### src/common/pgs_pkg.sv
package pgs_pkg;
    // ==========================================
    // Clock and delay timing
    localparam int CLK_HZ = 200_000_000;
    localparam int CYC_PER_MS = CLK_HZ / 1000;
    localparam int DELAY_A_MS = 20;
    localparam int DELAY_B_MS = 100;
    localparam int DELAY_C_MS = 200;
    localparam int DELAY_D_MS = 400;
    localparam int CNT_W = 27;

    // ==========================================
    // Register offsets
    localparam logic [7:0] ADDR_RESULT_LOW = 8'h09;
    localparam logic [7:0] ADDR_RESULT_HIGH = 8'h0A;
    localparam logic [7:0] ADDR_RAIL_STATUS = 8'h0B;
    localparam logic [7:0] ADDR_RAIL_MASK = 8'h0C;

    // ==========================================
    // Field layout
    localparam int CMP_BIT = 7;
    localparam int DLY_LSB = 5;
    localparam int DLY_MSB = 6;
    localparam int PAIR_MASK_BIT = 5;
    localparam int RAIL_N = 5;
    localparam int BUCK_THREE_BIT = 2;
    localparam int LIN_ONE_BIT = 1;
    localparam int RES_W = 10;

    // ==========================================
    // Reset values
    localparam logic [1:0] DELAY_RESET = 2'h3;
    localparam logic [5:0] MASK_RESET = 6'h1C;
    localparam logic [RES_W-1:0] RESULT_RESET = 10'h000;
    localparam logic [5:0] HIGH_ZERO = 6'h00;

    // ==========================================
    // Delay select codes
    typedef enum logic [1:0] {
        PGS_DLY_20 = 2'b00,
        PGS_DLY_100 = 2'b01,
        PGS_DLY_200 = 2'b10,
        PGS_DLY_400 = 2'b11
    } pgs_delay_t;
endpackage : pgs_pkg

### src/verilog/pgs_regs.sv
`timescale 1ns/1ps
module pgs_regs
    import pgs_pkg::*;
#(
    parameter int CYC_DLY_A = DELAY_A_MS * CYC_PER_MS,
    parameter int CYC_DLY_B = DELAY_B_MS * CYC_PER_MS,
    parameter int CYC_DLY_C = DELAY_C_MS * CYC_PER_MS,
    parameter int CYC_DLY_D = DELAY_D_MS * CYC_PER_MS
) (
    input wire logic clk,
    input wire logic reset_n,
    input wire logic [7:0] reg_addr,
    input wire logic reg_wr,
    input wire logic [7:0] reg_wdata,
    input wire logic reg_rd,
    output logic [7:0] reg_rdata,
    input wire logic [RES_W-1:0] adc_result,
    input wire logic conversion_done_flag,
    input wire logic [RAIL_N-1:0] rail_in_range,
    input wire logic supply_below,
    output logic power_ok_pin_o,
    output logic power_ok_pin_oe_n,
    output logic reset_out_n
);

    // ==========================================
    // State
    typedef struct packed {
        logic [7:0] rdata_r;
        logic [RES_W-1:0] result_r;
        logic [1:0] delay_sel_r;
        logic [5:0] mask_r;
        logic [RAIL_N-1:0] rail_meta_r;
        logic [RAIL_N-1:0] rail_r;
        logic cmp_meta_r;
        logic cmp_r;
        logic [CNT_W-1:0] pg_cnt_r;
        logic [CNT_W-1:0] rst_cnt_r;
        logic pg_ok_r;
        logic rst_ok_r;
    } pgs_state_t;

    pgs_state_t st_r;
    pgs_state_t st_nxt;
    logic fault;
    logic [CNT_W-1:0] limit;

    // Delay length for the selected code
    function automatic logic [CNT_W-1:0] delay_cycles(input logic [1:0] sel);
        unique case (pgs_delay_t'(sel))
            PGS_DLY_20: delay_cycles = CNT_W'(CYC_DLY_A);
            PGS_DLY_100: delay_cycles = CNT_W'(CYC_DLY_B);
            PGS_DLY_200: delay_cycles = CNT_W'(CYC_DLY_C);
            PGS_DLY_400: delay_cycles = CNT_W'(CYC_DLY_D);
        endcase
    endfunction : delay_cycles

    // ==========================================
    // Fault condition from mask and synchronised rails
    always_comb begin
        fault = |(st_r.mask_r[RAIL_N-1:0] & ~st_r.rail_r);
        if (st_r.mask_r[PAIR_MASK_BIT] && !st_r.rail_r[BUCK_THREE_BIT] && !st_r.rail_r[LIN_ONE_BIT]) begin
            fault = 1'b1;
        end
        limit = delay_cycles(st_r.delay_sel_r);
    end

    // ==========================================
    // Next state
    always_comb begin
        st_nxt = st_r;
        // Two-stage synchronisers for analog comparator levels
        st_nxt.rail_meta_r = rail_in_range;
        st_nxt.rail_r = st_r.rail_meta_r;
        st_nxt.cmp_meta_r = supply_below;
        st_nxt.cmp_r = st_r.cmp_meta_r;
        // Capture a finished conversion; host waits up to 50 cycles for the flag before reading
        if (conversion_done_flag) begin
            st_nxt.result_r = adc_result;
        end
        // Register writes
        if (reg_wr && reg_addr == ADDR_RAIL_STATUS) begin
            st_nxt.delay_sel_r = reg_wdata[DLY_MSB:DLY_LSB];
        end
        if (reg_wr && reg_addr == ADDR_RAIL_MASK) begin
            st_nxt.mask_r = reg_wdata[PAIR_MASK_BIT:0];
        end
        // Register reads, unmapped reads return zero
        if (reg_rd) begin
            unique case (reg_addr)
                ADDR_RESULT_LOW: st_nxt.rdata_r = st_r.result_r[7:0];
                ADDR_RESULT_HIGH: st_nxt.rdata_r = {HIGH_ZERO, st_r.result_r[RES_W-1:8]};
                ADDR_RAIL_STATUS: st_nxt.rdata_r = {st_r.cmp_r, st_r.delay_sel_r, st_r.rail_r};
                ADDR_RAIL_MASK: st_nxt.rdata_r = {2'h0, st_r.mask_r};
                default: st_nxt.rdata_r = 8'h00;
            endcase
        end
        // Power-ok timer: fault drops pin at once, release after full delay
        if (fault) begin
            st_nxt.pg_cnt_r = '0;
            st_nxt.pg_ok_r = 1'b0;
        end else if (st_r.pg_cnt_r >= limit - CNT_W'(1)) begin
            st_nxt.pg_ok_r = 1'b1;
        end else begin
            st_nxt.pg_cnt_r = st_r.pg_cnt_r + CNT_W'(1);
        end
        // Reset output timer follows the supply comparator with the same delay
        if (st_r.cmp_r) begin
            st_nxt.rst_cnt_r = '0;
            st_nxt.rst_ok_r = 1'b0;
        end else if (st_r.rst_cnt_r >= limit - CNT_W'(1)) begin
            st_nxt.rst_ok_r = 1'b1;
        end else begin
            st_nxt.rst_cnt_r = st_r.rst_cnt_r + CNT_W'(1);
        end
    end

    // ==========================================
    // State register, defaults reload on lockout reset
    always_ff @(posedge clk or negedge reset_n) begin
        if (!reset_n) begin
            st_r.rdata_r <= 8'h00;
            st_r.result_r <= RESULT_RESET;
            st_r.delay_sel_r <= DELAY_RESET;
            st_r.mask_r <= MASK_RESET;
            st_r.rail_meta_r <= 5'h00;
            st_r.rail_r <= 5'h00;
            st_r.cmp_meta_r <= 1'b1;
            st_r.cmp_r <= 1'b1;
            st_r.pg_cnt_r <= '0;
            st_r.rst_cnt_r <= '0;
            st_r.pg_ok_r <= 1'b0;
            st_r.rst_ok_r <= 1'b0;
        end else begin
            st_r <= st_nxt;
        end
    end

    // Outputs straight from flip-flops, pin drive tied to constant low; open-drain pin only ever drives low
    assign reg_rdata = st_r.rdata_r;
    assign power_ok_pin_o = 1'b0;
    assign power_ok_pin_oe_n = st_r.pg_ok_r;
    assign reset_out_n = st_r.rst_ok_r;

    // ==========================================
    // Assertions
    a_result_low: assert property (@(posedge clk) disable iff (!reset_n)
        reg_rd && reg_addr == ADDR_RESULT_LOW |=> reg_rdata == $past(st_r.result_r[7:0]))
        else $error("low result byte wrong");
    a_result_high: assert property (@(posedge clk) disable iff (!reset_n)
        reg_rd && reg_addr == ADDR_RESULT_HIGH |=> reg_rdata[7:2] == 6'h00 && reg_rdata[1:0] == $past(st_r.result_r[9:8]))
        else $error("high result byte wrong");
    a_comparator_bit: assert property (@(posedge clk) disable iff (!reset_n)
        reg_rd && reg_addr == ADDR_RAIL_STATUS |=> reg_rdata[CMP_BIT] == $past(st_r.cmp_r))
        else $error("comparator bit wrong");
    a_delay_write: assert property (@(posedge clk) disable iff (!reset_n)
        reg_wr && reg_addr == ADDR_RAIL_STATUS |=> st_r.delay_sel_r == $past(reg_wdata[6:5]))
        else $error("delay select not written");
    a_rail_status: assert property (@(posedge clk) disable iff (!reset_n)
        reg_rd && reg_addr == ADDR_RAIL_STATUS |=> reg_rdata[4:0] == $past(st_r.rail_r, 1))
        else $error("rail status bits wrong");
    a_mask_fault: assert property (@(posedge clk) disable iff (!reset_n)
        |(st_r.mask_r[4:0] & ~st_r.rail_r) |=> power_ok_pin_oe_n == 1'b0)
        else $error("masked rail fault did not pull pin low");
    a_pair_fault: assert property (@(posedge clk) disable iff (!reset_n)
        st_r.mask_r[5] && !st_r.rail_r[2] && !st_r.rail_r[1] |=> power_ok_pin_oe_n == 1'b0)
        else $error("paired fault did not pull pin low");
    a_pin_release: assert property (@(posedge clk) disable iff (!reset_n)
        $rose(power_ok_pin_oe_n) |-> $past(st_r.pg_cnt_r) >= $past(limit) - CNT_W'(1) && !$past(fault))
        else $error("pin released before delay");

    // Register writes land only in the addressed fields
    a_mask_write: assert property (@(posedge clk) disable iff (!reset_n)
        reg_wr && reg_addr == ADDR_RAIL_MASK |=> st_r.mask_r == $past(reg_wdata[PAIR_MASK_BIT:0]))
        else $error("mask not written");
    a_status_write_only: assert property (@(posedge clk) disable iff (!reset_n)
        reg_wr && reg_addr == ADDR_RAIL_STATUS |=> st_r.mask_r == $past(st_r.mask_r))
        else $error("status write touched the mask");
    a_delay_keep: assert property (@(posedge clk) disable iff (!reset_n)
        reg_wr && reg_addr == ADDR_RAIL_MASK |=> st_r.delay_sel_r == $past(st_r.delay_sel_r))
        else $error("mask write touched the delay");

    // Reads return the addressed fields, unmapped offsets above the mask register read zero
    a_delay_read: assert property (@(posedge clk) disable iff (!reset_n)
        reg_rd && reg_addr == ADDR_RAIL_STATUS |=> reg_rdata[DLY_MSB:DLY_LSB] == $past(st_r.delay_sel_r))
        else $error("delay field read wrong");
    a_mask_read: assert property (@(posedge clk) disable iff (!reset_n)
        reg_rd && reg_addr == ADDR_RAIL_MASK |=>
        reg_rdata[PAIR_MASK_BIT:0] == $past(st_r.mask_r) && reg_rdata[7:6] == 2'h0)
        else $error("mask read wrong");
    a_unmapped_read: assert property (@(posedge clk) disable iff (!reset_n)
        reg_rd && reg_addr > ADDR_RAIL_MASK |=> reg_rdata == 8'h00)
        else $error("unmapped read not zero");

    // Read data and the result hold between their strobes, so host writes cannot alter them
    a_rdata_hold: assert property (@(posedge clk) disable iff (!reset_n)
        !reg_rd |=> $stable(reg_rdata))
        else $error("read data changed without a read");
    a_result_hold: assert property (@(posedge clk) disable iff (!reset_n)
        !conversion_done_flag |=> $stable(st_r.result_r))
        else $error("result changed without a conversion");

    // A released pin stays released while no enabled condition faults
    a_pin_stay: assert property (@(posedge clk) disable iff (!reset_n)
        power_ok_pin_oe_n && !fault |=> power_ok_pin_oe_n)
        else $error("pin pulled low without a fault");
    a_pair_quiet: assert property (@(posedge clk) disable iff (!reset_n)
        power_ok_pin_oe_n && st_r.mask_r[RAIL_N-1:0] == '0 &&
        (st_r.rail_r[BUCK_THREE_BIT] || st_r.rail_r[LIN_ONE_BIT]) |=> power_ok_pin_oe_n)
        else $error("paired mask faulted with one rail in range");

    // Reset output follows the supply comparator and shares the selected delay
    a_reset_follow: assert property (@(posedge clk) disable iff (!reset_n)
        st_r.cmp_r |=> !reset_out_n)
        else $error("reset output high with supply low");
    a_reset_release: assert property (@(posedge clk) disable iff (!reset_n)
        $rose(reset_out_n) |-> $past(st_r.rst_cnt_r) >= $past(limit) - CNT_W'(1) && !$past(st_r.cmp_r))
        else $error("reset output released before delay");
endmodule : pgs_regs

### config.mk
export PLATFORM = sky130hd
export DESIGN_NAME = pgs_regs
export DESIGN_NICKNAME = d
export VERILOG_FILES = /design/src/common/pgs_pkg.sv /design/src/verilog/pgs_regs.sv
export SDC_FILE = /design/constraint.sdc
export NUM_CORES = 1
export LEC_CHECK = 0
export ABC_CLOCK_PERIOD_IN_PS = 6240
export BUFFER_PORTS_ARGS = -buffer_cell sky130_fd_sc_hd__buf_2
export CAP_MARGIN = 10
export CORE_UTILIZATION = 45
export CTS_CLUSTER_DIAMETER = 40
export DETAILED_ROUTE_END_ITERATION = 10
export SYNTH_ARGS = -nofsm -noshare
export SYNTH_HDL_FRONTEND = slang
export SYNTH_SLANG_ARGS = --single-unit
### constraint.sdc
create_clock -name clk -period 6.24 [get_ports clk]
set_input_delay 0.312 -clock clk [delete_from_list [all_inputs] [get_ports clk]]
set_output_delay 0.312 -clock clk [all_outputs]
set_load 0.1 [all_outputs]
==> results.cfg, run 1 <==
[run_status]
status = finished, violations left
violations = DRC

[floorplanning]
die_area_sq_um = 12500
core_region_area_sq_um = 11560
io_pins = 48
initial_core_util_pct = 46.91
die_w_um = 111.8
rows = 39
dieHeight_um = 111.8

[placement]
port_buffers = 45
dp_hpwl_um = 8631
dp.cells = 709
gp_congestion = 0.7548
dpl_cell_area_sq_um = 5714

[sta]
holdWs_ns = 0.05204
setup_tns_ns = 0
max_slew_margin_pct = 31.14
setup_viol = 0
worstMarginPinSlew_ns = 1.033
post-route-period-util_pct = 64.19
fmax_mhz = 249.7
rsz0062_at_grt = no
drv_slew = 0
layout_min_cycle_time_ns = 4.006
fin_skew_ns = 0.004943
hold_violations = 0

[logic_synthesis]
synth_edf_count = 0
synth-seq-area-share_pct = 43.52
syn_area_per_cell_sq_um = 9.918
yosysUniqueCellTypes = 52
synthesis.nets = 629
ys_ff_latch = 94
async_flop_share_pct = 100.0
ys_warn_count = 0
syn_area_sq_um = 5425
synth_cells = 547
ys.flop_type = dfrtp_1

[pwr]
ir_drop_mv = 0.2399
power_density_nw_per_um2 = 231.9
power.leakage_nw = 2.643

[global_route]
grt.total_usage_pct = 20.60
grt_overflow = 0
grt_max_degree = 51
first_global_vias = 4145
antenna_found_initial = 0
grt_first_pass_wirelength_um = 20380

[cts]
cts_tree = yes
cts-hold-fix-buffers = 1
cts_resized = 0
clk_latency_ns = 0.36
numCtsBuffers = 9
clk_path_buf_depth = 2
cts_post_setup_buffers_inserted = 0
clock_sinks = 94
htreeDepth = 3
clockRootBuffer = clkbuf_16
clk_pin_slew_ns = 0.07

[hold_path]
hold_path.class = input port to flop

[worst_setup_path]
worst-endpoint-arrival_ns = 4.25
worstPathRequired_ns = 6.48
slowest_stage = a21o_1
path_max_fanout = 39
crit_chain = inv_1, ha_1, nor2_2, inv_1, ha_1, nand3_1, a2111oi_0, o31ai_1, o211ai_1, a21o_1, nor3_1, mux2_2
worstSetupStartpointType = flop
max_stage_delay_ns = 0.86
criticalPathCategory = flop to flop
cp-end-kind = flop

[job]
maxCapViolCount = 0

[drt]
drtAntennaViolNets = 0
via_count = 4238
drt_iter0_markers = 336
wirelength_um = 12020
vias_per_cell = 5.837
avgRoutedWirePerCell_um = 16.55
first_pass_iters = 7
post-route-drc-count = 1

[final_layout]
nNetsFinal = 660
syn_to_final_growth_pct = 11.25
antenna_cells = 0
drive_above_1_share_pct = 17.50
stdcell_area_sq_um = 6036
layoutNonFillerInstCount = 726
kinds of logic after synthesis:
group	synth area share (%)
compound gates	13.42
xor+xnor	4.197
fa+ha+maj	10.79
buf+inv	4.659
flops	43.52
mux	4.497
other cells	0.06912
simple gates	18.84
worst max-delay path: cells and delay by family (launching register included):
kind	cells	cell delay, ns
and+or+nand+nor	3	0.49
adders and majority gates	2	0.56
muxes	1	0.31
AOI/OAI and AO/OA	4	1.62
DFF	1	0.60
buffers and inverters	2	0.31
cell usage in the layout, fill, tap and decap left out, types with 5 or more instances in the layout:
cell	n
dfrtp_1	87
ha_1	45
buf_2	44
nor2_1	38
a21oi_1	38
nand2_1	30
inv_1	27
nand3_1	27
xnor2_1	25
mux2_2	19
nand4_1	17
nor4_1	16
a21o_1	15
o31ai_1	15
or4_1	15
and3_1	11
o21ai_0	10
nor3_1	9
o22ai_1	9
clkbuf_16	9
dfstp_2	7
or3_1	6
a222oi_1	6
buf_4	5
registers in the layout, indices dropped and copies added (netlist names):
| register | cells |
|---|---|
| st_r | 78 |
| reset_out_n | 1 |
| st_nxt | 6 |
| reg_rdata | 8 |
| power_ok_pin_oe_n | 1 |
worst paths after layout:
check | startpoint | to | slack [ns] | depth (start not counted)
setup / recovery | st_r[74] | st_r[8] | 2.23 | 12
hold / removal | supply_below | st_nxt[56] | 0.05 | 1
setup reg to reg | st_r[74] | st_r[8] | 2.23 | 12
hold reg to reg | st_nxt[58] | st_r[58] | 0.36 | 0
max in group asynchronous | reset_n | st_r[73] | 4.67 | 3
min in group asynchronous | reset_n | st_r[40] | 0.49 | 2
metal layers:
metal / track usage (%) / vias up / routed length [um]
met3: 4.246 / 20 / 300
met5: 0 / - / 0
met1: 26.46 / 2102 / 5611
met2: 34.29 / 44 / 5882
met4: 7.568 / 0 / 221
li1: - / 2072 / -
where the power goes:
| part | internal [mW] | switching [mW] |
|---|---|---|
| Combinational | 0.0612 | 0.0772 |
| Clock | 0.320 | 0.261 |
| Sequential | 0.643 | 0.0363 |
| Total | 1.02 | 0.375 |
metrics by stage:
stage | setup WS, ns | util [%] | total power [mW]
after floorplan | 3.087 | - | 0.7738
after global placement | 2.300 | 49.41 | 0.8247
after detailed placement | 2.204 | 49.41 | 0.8305
after CTS | 2.200 | 52.19 | 1.418
after global routing | 1.910 | 52.19 | 1.458
final | 2.234 | 52.19 | 1.400
final cells by class:
type,count,area [sq um]
clock buffers,9,225.2
clock inverters,7,86.33
fillers,1059,5529
inverters,27,101.3
multi-input cells,396,2815
flip-flops and latches,94,2361
well taps,143,178.9
repair buffers,50,267.8
Yosys cell counts (all sizes together) (6+ instances only):
master  instances  share of area [%]
nor2           39                2.7
buf            14                1.7
nor3            9               0.83
nand4          17                2.0
ha             45                 10
clkbuf         16                1.1
o21ai          11                1.0
dfstp           7                3.4
xnor2          25                4.0
o31ai          15                2.1
or3             6               0.69
dfrtp          87                 40
a222oi          6                1.1
nor4           16                1.8
nand2          30                2.1
a21o           15                2.1
o22ai           9                1.0
and3           11                1.3
or4            15                2.1
mux2           19                3.9
a21oi          38                3.5
nand3          27                2.5
inv            27                1.9
(Power assumes the default switching activity.)
==> run 2, diff against run 1 <==
ABC_CLOCK_PERIOD_IN_PS = 3990   (was 6240)
clock period = 3.99 ns   (was 6.24 ns; I/O delays follow)
==> run 2 against run 1 <==
  * The flow still finishes with violations (DRC)
  * Worst setup slack got worse by 1.9 ns
  * Sequential share of layout area down 0.53 points
  * Final area up 1.4%
  * Critical path depth increased by 1
  * Largest cell class unchanged
==> results.cfg, run 2 (synthesis gave the netlist of run 1 again) <==
[pwr]
swShare_pct = 27.39
power_frac_comb_pct = 10.4
seqPwrFrac_pct = 49.8
intPower_mw = 1.550
p_clk_share_pct = 39.8
ir_drop_mv = 0.2473
net-switching-power_mw = 0.5847
power.leakage_nw = 2.682
power_density_nw_per_um2 = 348.8

[hold_path]
hold_depth = 2
hold_path.class = input port to flop

[cts]
clk_latency_ns = 0.35
cts_tree = yes
cts_resized = 0
htreeDepth = 3
clk_pin_slew_ns = 0.07
clockRootBuffer = clkbuf_16
clk_path_buf_depth = 2
numCtsBuffers = 9
clock_sinks = 94

[drt]
vias_per_cell = 5.792
drtAntennaViolNets = 0
avgRoutedWirePerCell_um = 16.65
via_count = 4257
drt_iter0_markers = 338
post-route-drc-count = 1
wirelength_um = 12240
first_pass_iters = 8

[sta]
fin_skew_ns = 0.006728
post-route-period-util_pct = 91.19
drv_slew = 0
setup_tns_ns = 0
fmax_mhz = 274.8
max_slew_margin_pct = 41.18
rsz0062_at_grt = no
layout_min_cycle_time_ns = 3.639
worstMarginPinSlew_ns = 0.8799
setup_slack_ns = 0.3515
setup_viol = 0
hold_violations = 0

[final_layout]
layout_common_cells = dfrtp_1, ha_1, buf_2, nor2_1, a21oi_1
syn_to_final_growth_pct = 12.78
regArea_sq_um = 2361
layoutNonFillerInstCount = 735
fill_cells = 1072
nNetsFinal = 669
layout_commonest_cell = dfrtp_1
stdcell_area_sq_um = 6118
largest_register_ffs = 78
largest-register = st_r
multi_input_area_sq_um = 2815
drive_above_1_share_pct = 17.74
antenna_cells = 0

[floorplanning]
rows = 39
die_w_um = 111.8
die_area_sq_um = 12500
dieHeight_um = 111.8
core_region_area_sq_um = 11560
io_pins = 48
initial_core_util_pct = 46.91

[global_route]
grt_first_pass_wirelength_um = 21120
grt.total_usage_pct = 21.27
grt_overflow = 0
grt_max_degree = 66
antenna_found_initial = 0
first_global_vias = 4288

[worst_setup_path]
worst-endpoint-arrival_ns = 3.91
worstPathRequired_ns = 4.26
cp-end-kind = flop
worstSetupStartpointType = flop
criticalPathCategory = flop to flop
r2r_cells = 13
path_max_fanout = 32

[placement]
dp.cells = 712
dpl_cell_area_sq_um = 5749
gp_congestion = 0.8046
dp_worst_setup_slack_ns = 0.3088
dp_hpwl_um = 8824
port_buffers = 45

[job]
maxCapViolCount = 0

[run_status]
status = finished, violations left
violations = DRC
==> run 2: cell count changes in the layout (fill, tap and decap cells not counted), sizes merged <==
cell	before	now
dlygate4sd3	1	7
buf	49	52
clkinv	1	4
bufinv	1	0
clkinvlp	1	0
inv	31	30
==> run 2: final cells by class <==
type | instances | share of cell area (%)
Multi-Input combinational cell | 396 | 46.01
Clock inverter | 7 | 1.207
Timing Repair Buffer | 59 | 5.930
Clock buffer | 9 | 3.681
Tap cell | 143 | 2.924
Inverter | 27 | 1.656
Sequential cell | 94 | 38.59
==> run 2: power groups by stage <==
stage / Combinational [mW] / Sequential [mW] / Clock [mW]
floorplan: 0.148 / 1.06 / 0
CTS: 0.227 / 1.06 / 0.875
detailed placement: 0.220 / 1.08 / 0
global placement: 0.213 / 1.08 / 0
global route: 0.256 / 1.07 / 0.908
finish: 0.222 / 1.06 / 0.850
==> run 2: worst max-delay path, stage by stage (launching register included) <==
cell	delay (ns)
dfstp_2	0.60
inv_1	0.15
ha_1	0.25
nor2_2	0.32
inv_1	0.17
ha_1	0.31
nand3_1	0.07
a2111oi_0	0.07
o31ai_1	0.25
o211ai_1	0.22
a21o_1	0.30
buf_12	0.20
or4_1	0.51
a21oi_1	0.15
==> run 2: final timing paths <==
kind,start,to,slack [ns]
min in group asynchronous,reset_n,st_r[37],0.49
max reg2reg,st_r[74],st_r[14],0.35
min reg2reg,st_nxt[56],st_r[56],0.36
max,st_r[74],st_r[14],0.35
min,adc_result[7],st_r[83],0.08
max in group asynchronous,reset_n,st_r[75],2.51
==> run 2: per-stage QoR <==
stage | power, mW | util [%] | hold WS, ns
detailed placement | 1.303 | 49.71 | 0.3063
global placement | 1.291 | 49.71 | 0.3079
floorplan | 1.210 | - | -0.09609
global route | 2.238 | 52.90 | 0.07959
CTS | 2.165 | 52.90 | 0.07385
finish | 2.134 | 52.90 | 0.08385
==> run 2: what timing repair did <==
action,CTS,global route
endpoints found under the setup margin,0,0
hold buffers,7,0
hold endpoints to repair,58,0
setup buffers,0,0
==> run 2: per-layer routing <==
metal,routed length [um],global-route usage [%]
met1,5646,27.45
met2,6256,37.14
met3,252,3.266
met4,82,5.495
met5,0,0
